File: src/pkg/idm_pkg.sv
// Package for the data-memory address generator.
// Assumes a single core clock; sector and offset widths as listed here.
package idm_pkg;
   // Special-function offsets in sector 0
   localparam logic [7:0] IDM_OFF_PORT0   = 8'h00;
   localparam logic [7:0] IDM_OFF_PTR0    = 8'h01;
   localparam logic [7:0] IDM_OFF_PORT1   = 8'h02;
   localparam logic [7:0] IDM_OFF_PTR1LO  = 8'h03;
   localparam logic [7:0] IDM_OFF_PTR1SEC = 8'h04;
   localparam logic [7:0] IDM_OFF_PORT2   = 8'h0c;
   localparam logic [7:0] IDM_OFF_PTR2LO  = 8'h0d;
   localparam logic [7:0] IDM_OFF_PTR2SEC = 8'h0e;
   // Special-function space ends below this offset
   localparam logic [7:0] IDM_SFR_END     = 8'h80;
   localparam logic [7:0] IDM_ZERO_BYTE   = 8'h00;
   localparam logic [7:0] IDM_PTR_RESET   = 8'h00;
   localparam int         IDM_ADDR_W_SMALL = 9;
   localparam int         IDM_ADDR_W_LARGE = 11;

   // Core access request
   typedef struct packed {
      logic        rd;
      logic        wr;
      logic        ext;
      logic [10:0] addr;
      logic [7:0]  wdata;
   } idm_req_t;

   // Memory-side access
   typedef struct packed {
      logic        rd;
      logic        wr;
      logic [2:0]  sector;
      logic [7:0]  offset;
      logic [7:0]  wdata;
   } idm_mem_t;

   typedef enum logic [1:0] {
      IDM_SRC_DIRECT,
      IDM_SRC_PORT0,
      IDM_SRC_PORT1,
      IDM_SRC_PORT2
   } idm_src_t;
endpackage

File: src/verilog/idm_addr_gen.sv
// Data-memory address generator: indirect ports, pointers, sector+offset.
// Assumes the core presents one access per cycle and returns read data
// from the memory in the same cycle; reserved map comes in as a mask.
`timescale 1ns/1ps

////////////////////////////////////////////////////////////////////////////
// Contract
// - Port access is redirected to the address held by its pointer.
// - Ports read as their own registers return 00H.
// - Writes to a port location never change that location.
// - Port zero with single pointer reaches sector 0 only.
// - Ports one and two: pointer high byte is sector, low byte offset.
// - Five pointer bytes are stored registers, readable and writable.
// - Direct extended addressing reaches every sector.
// - Extended direct address upper part selects sector, low byte offset.
// - Reserved special-function locations ignore writes.
// - Extended address carries 9 or 11 valid bits per variant.
// - Unused special-function locations read as 00H.
module idm_addr_gen #(
   parameter int ADDR_W = idm_pkg::IDM_ADDR_W_LARGE
) (
   input  wire logic             CLK_I,
   input  wire logic             RST_I,
   input  wire idm_pkg::idm_req_t REQ_I,
   input  wire logic             UNUSED_I,
   input  wire logic             RESERVED_I,
   output idm_pkg::idm_mem_t     MEM_O,
   input  wire logic [7:0]       MEM_RDATA_I,
   output logic [7:0]            RDATA_O
);
   localparam int SEC_W = ADDR_W - 8;

   ////////////////////////////////////////////////////////////////////////
   // Pointer storage
   logic [7:0] ptr0_r;
   logic [7:0] ptr1lo_r;
   logic [7:0] ptr1sec_r;
   logic [7:0] ptr2lo_r;
   logic [7:0] ptr2sec_r;

   // Address masked to the variant width
   wire [10:0] addr_m = REQ_I.addr & 11'((1 << ADDR_W) - 1);
   wire [2:0]  dsec   = REQ_I.ext ? 3'(addr_m[10:8]) : 3'h0;
   wire [7:0]  doff   = addr_m[7:0];
   wire        in_s0  = (dsec == 3'h0);

   // Direct-target decode
   wire hit_p0  = in_s0 && (doff == idm_pkg::IDM_OFF_PORT0);
   wire hit_p1  = in_s0 && (doff == idm_pkg::IDM_OFF_PORT1);
   wire hit_p2  = in_s0 && (doff == idm_pkg::IDM_OFF_PORT2);
   wire hit_m0  = in_s0 && (doff == idm_pkg::IDM_OFF_PTR0);
   wire hit_m1l = in_s0 && (doff == idm_pkg::IDM_OFF_PTR1LO);
   wire hit_m1h = in_s0 && (doff == idm_pkg::IDM_OFF_PTR1SEC);
   wire hit_m2l = in_s0 && (doff == idm_pkg::IDM_OFF_PTR2LO);
   wire hit_m2h = in_s0 && (doff == idm_pkg::IDM_OFF_PTR2SEC);
   wire hit_ptr = hit_m0 | hit_m1l | hit_m1h | hit_m2l | hit_m2h;

   // Source selection
   idm_pkg::idm_src_t src;
   assign src = hit_p0 ? idm_pkg::IDM_SRC_PORT0 :
                hit_p1 ? idm_pkg::IDM_SRC_PORT1 :
                hit_p2 ? idm_pkg::IDM_SRC_PORT2 : idm_pkg::IDM_SRC_DIRECT;

   // Effective address from current pointers
   logic [2:0] eff_sec;
   logic [7:0] eff_off;
   always_comb begin
      case (src)
         idm_pkg::IDM_SRC_PORT0: begin
            eff_sec = 3'h0;
            eff_off = ptr0_r;
         end
         idm_pkg::IDM_SRC_PORT1: begin
            eff_sec = 3'(ptr1sec_r[SEC_W-1:0]);
            eff_off = ptr1lo_r;
         end
         idm_pkg::IDM_SRC_PORT2: begin
            eff_sec = 3'(ptr2sec_r[SEC_W-1:0]);
            eff_off = ptr2lo_r;
         end
         default: begin
            eff_sec = dsec;
            eff_off = doff;
         end
      endcase
   end

   // Port whose pointer points back at a port location lands nowhere
   wire eff_s0   = (eff_sec == 3'h0);
   wire eff_port = eff_s0 && ((eff_off == idm_pkg::IDM_OFF_PORT0) ||
                   (eff_off == idm_pkg::IDM_OFF_PORT1) ||
                   (eff_off == idm_pkg::IDM_OFF_PORT2));
   wire eff_ptr  = eff_s0 && ((eff_off == idm_pkg::IDM_OFF_PTR0) ||
                   (eff_off == idm_pkg::IDM_OFF_PTR1LO) ||
                   (eff_off == idm_pkg::IDM_OFF_PTR1SEC) ||
                   (eff_off == idm_pkg::IDM_OFF_PTR2LO) ||
                   (eff_off == idm_pkg::IDM_OFF_PTR2SEC));
   wire eff_sfr  = eff_s0 && (eff_off < idm_pkg::IDM_SFR_END);
   // Reserved/unused flags describe the effective location
   wire wr_ok    = REQ_I.wr && !eff_port && !(eff_sfr && RESERVED_I);
   wire ptr_wr   = wr_ok && eff_ptr;

   ////////////////////////////////////////////////////////////////////////
   // Pointer register writes
   always_ff @(posedge CLK_I) begin
      if (RST_I) begin
         ptr0_r    <= idm_pkg::IDM_PTR_RESET;
         ptr1lo_r  <= idm_pkg::IDM_PTR_RESET;
         ptr1sec_r <= idm_pkg::IDM_PTR_RESET;
         ptr2lo_r  <= idm_pkg::IDM_PTR_RESET;
         ptr2sec_r <= idm_pkg::IDM_PTR_RESET;
      end else if (ptr_wr) begin
         if (eff_off == idm_pkg::IDM_OFF_PTR0)    ptr0_r    <= REQ_I.wdata;
         if (eff_off == idm_pkg::IDM_OFF_PTR1LO)  ptr1lo_r  <= REQ_I.wdata;
         if (eff_off == idm_pkg::IDM_OFF_PTR1SEC) ptr1sec_r <= REQ_I.wdata;
         if (eff_off == idm_pkg::IDM_OFF_PTR2LO)  ptr2lo_r  <= REQ_I.wdata;
         if (eff_off == idm_pkg::IDM_OFF_PTR2SEC) ptr2sec_r <= REQ_I.wdata;
      end
   end

   ////////////////////////////////////////////////////////////////////////
   // Memory-side request, combinational
   assign MEM_O.rd     = REQ_I.rd && !eff_port && !eff_ptr;
   assign MEM_O.wr     = wr_ok && !eff_ptr;
   assign MEM_O.sector = eff_sec;
   assign MEM_O.offset = eff_off;
   assign MEM_O.wdata  = REQ_I.wdata;

   // Read data selection
   logic [7:0] ptr_rd;
   always_comb begin
      if (eff_off == idm_pkg::IDM_OFF_PTR0)         ptr_rd = ptr0_r;
      else if (eff_off == idm_pkg::IDM_OFF_PTR1LO)  ptr_rd = ptr1lo_r;
      else if (eff_off == idm_pkg::IDM_OFF_PTR1SEC) ptr_rd = ptr1sec_r;
      else if (eff_off == idm_pkg::IDM_OFF_PTR2LO)  ptr_rd = ptr2lo_r;
      else                                          ptr_rd = ptr2sec_r;
   end
   assign RDATA_O = !REQ_I.rd              ? idm_pkg::IDM_ZERO_BYTE :
                    eff_port               ? idm_pkg::IDM_ZERO_BYTE :
                    eff_ptr                ? ptr_rd :
                    (eff_sfr && UNUSED_I)  ? idm_pkg::IDM_ZERO_BYTE :
                    MEM_RDATA_I;
endmodule

File: config.mk
export PLATFORM = sky130hd
export DESIGN_NAME = idm_addr_gen
export DESIGN_NICKNAME = d
export VERILOG_FILES = /design/src/pkg/idm_pkg.sv /design/src/verilog/idm_addr_gen.sv
export SDC_FILE = /design/constraint.sdc
export NUM_CORES = 1
export LEC_CHECK = 0
export BUFFER_PORTS_ARGS = -buffer_cell sky130_fd_sc_hd__buf_2
export CORE_UTILIZATION = 54
export CTS_CLUSTER_DIAMETER = 60
export CTS_CLUSTER_SIZE = 25
export DETAILED_ROUTE_END_ITERATION = 7
export GPL_TIMING_DRIVEN = 0
export PLACE_DENSITY = 0.78
export SYNTH_ARGS = -nofsm -noshare
export SYNTH_HDL_FRONTEND = slang
export SYNTH_SLANG_ARGS = --single-unit
File: constraint.sdc
create_clock -name CLK_I -period 4.5 [get_ports CLK_I]
set_clock_uncertainty 0.15 [all_clocks]
set_input_delay 0.45 -clock CLK_I [delete_from_list [all_inputs] [get_ports CLK_I]]
set_output_delay 0.45 -clock CLK_I [all_outputs]
set_load 0.005 [all_outputs]
==> metrics.csv <==
metric,value,unit
outcome,"complete, no violations",
pwr-share-seq,0.487,
fin_util,0.671,
hold_violations,0,
core,4720,um^2
crit_fanout,9,
nNetsFinal,428,
root_buffer,clkbuf_8,
fin_crit_sh,0.963,
critical_path.cell_chain,buf_2 -> or4_1 -> or3_1 -> buf_2 -> o31ai_4 -> nand2_2 -> nor4_4 -> buf_12 -> mux2_2 -> a221o_1 -> buf_2,
rsz0062_at_grt,yes,
drt.antenna.violating_nets,0,
internal-power,0.000526,W
syn-num-nets,360,
rows,25,
syn_to_final_growth,19.9,%
dpl_cell_area,3020,um^2
power,0.000726,W
clock_sinks,40,
cp_common_cell,buf_2,
h-tree-depth,2,
ys.warnings.count,0,
swShare,0.276,
drt-vias-per-instance,6.02,
n_antenna_cell,0,
pre_cts_slack,-57.0,ps
cp-start-kind,input pin,
firstDrtPassIters,5,
worstPathArrival,3730,ps
fin_crit,4330,ps
combPwrFrac,0.161,
totalWireLength,8.12,mm
p_clk_frac,0.352,
gp_congestion,0.997,
initial_core_util,0.559,
cts_made_buffers,5,
die_area,5170,um^2
slew_viol_final,0,
vias,2781,
clkTransAtPathRegs,80,ps
syn_area_per_cell,8.10,um^2
power.leakage,1.44,nW
regArea,801,um^2
drive_above_1_share,0.248,
instances_no_fill,462,
slowest_stage,or4_1,
clock.fmax,231,MHz
synth_seq_cells,40,
grt_antenna_before_repair,0,
n_fill_cell,421,
fp.dieW,71.9,um
p_per_area,229,nW/um^2
netlist_area,2640,um^2
cts_tree,yes,
synth_cell_types,53,
multiInputGateArea,1710,um^2
max_cap_viol_count,0,
wl_per_cell,17.6,um
dp_hpwl,5.91,mm
dp_cells,452,
slew_headroom,0.415,
clkLatencyLatePin,300,ps
grt.total_usage,0.314,
synth-main-ff-cell,dfxtp_1,
syn_inst,326,
ir_drop,0.220,mV
setup_slack,168,ps
synth_edf_count,0,
end_kind,output port,
setup_viol_count_final,0,
ctsLongestPathBuffers,2,
grt_overflow,0,
remaining_drc_errors,0,
fin_area,3170,um^2
worst_pin_slew,876,ps
hold_class,in -> reg,
mostFrequentLayoutCell,buf_2,
grt_first_pass_wirelength,12.3,mm
most-common-layout-cells,"61 x buf_2, 45 x nor2_1, 40 x dfxtp_1",
netSwitchingPower,0.000200,W
first_iter_violations,331,
critPathKind,in -> out,
ys_seq_area_frac,0.303,
die_h,71.9,um
io_buffers,59,
max_stage_delay,600,ps
crit_required,3900,ps
grt_pass1_vias,2393,
grt_max_degree,12,
io_pins,63,
synthArstFlopShare,0,
[worst max-delay path, delay by kind of cell]
kind,cells,cell delay [ps]
AND/OR/NAND/NOR,4,1520
AO/OA/AOI/OAI,2,770
buffers and inverters,4,630
multiplexers,1,370
[cells by family (layout without fill, tap and decap cells)]
logic type	count (synthesis)	after routing	share of synthesized area
compound gates	74	74	0.209
buf+inv	35	104	0.0621
flops	40	40	0.303
mux	42	42	0.162
simple gates	135	135	0.263
[worst paths after layout]
path | from | slack (ps) | to | cells after the start
min reg2reg | ptr1sec_r[6]$_SDFFE_PP0P_ | 320 | ptr1sec_r[6]$_SDFFE_PP0P_ | 2
max reg2reg | ptr2lo_r[2]$_SDFFE_PP0P_ | 960 | ptr0_r[3]$_SDFFE_PP0P_ | 8
min | REQ_I[3] | 310 | ptr1sec_r[3]$_SDFFE_PP0P_ | 3
max | REQ_I[13] | 170 | RDATA_O[5] | 11
[power groups by stage]
stage	combinational [W]	clock [W]	sequential [W]
after global routing	0.000126	0.000265	0.000354
after detailed placement	0.000112	0	0.000362
after global placement	0.000111	0	0.000362
after floorplan	0.0000641	0	0.000362
final	0.000117	0.000255	0.000354
after CTS	0.000113	0.000253	0.000354
[per-stage QoR]
stage	hold WS (ps)	setup TNS [ps]
3_3_place_gp	290	-268
6_report	314	0
2_1_floorplan	282	0
3_5_place_dp	298	-200
5_1_grt	324	-97.5
4_1_cts	307	0
[sequential cells by signal (all words and copies together) (netlist names)]
register	count
ptr0_r	8
ptr1lo_r	8
ptr1sec_r	8
ptr2lo_r	8
ptr2sec_r	8
[cell type report]
class / instances / share of cell area
repair buffers: 61 / 0.102
well taps: 67 / 0.0265
flip-flops and latches: 40 / 0.253
inverters: 8 / 0.00948
plain buffers: 27 / 0.0423
multi-input cells: 251 / 0.539
clock buffers: 8 / 0.0284
[Yosys cell counts (6+ instances only)]
library cell	n	share of area
buf_4	8	0.023
mux2_2	6	0.026
a32oi_1	6	0.020
a221o_1	6	0.023
or3_1	6	0.014
nand2_1	32	0.045
nor3_1	6	0.011
mux2i_1	36	0.14
nor2_1	45	0.064
o21ai_0	9	0.017
a21oi_1	18	0.034
inv_1	8	0.011
clkbuf_1	16	0.023
dfxtp_1	40	0.30
nand3_1	13	0.025
[what timing repair did]
item                                    in CTS  in global routing
setup buffers                                2                  0
resized for setup                            0                  4
endpoints found under the setup margin       7                  5
pin swaps                                    1                  1
hold buffers                                 0                  0
[routing by layer]
| metal | global-route usage | part of all wire | routed length, um | vias up |
|---|---|---|---|---|
| met2 | 0.500 | 0.47 | 3840 | 141 |
| met4 | 0.192 | 0.039 | 316 | 0 |
| met1 | 0.399 | 0.42 | 3400 | 1295 |
| met3 | 0.0500 | 0.069 | 557 | 21 |
| met5 | 0 | 0 | 0 | - |
| li1 | - | - | - | 1324 |
Power figures use the tool's default switching activity.
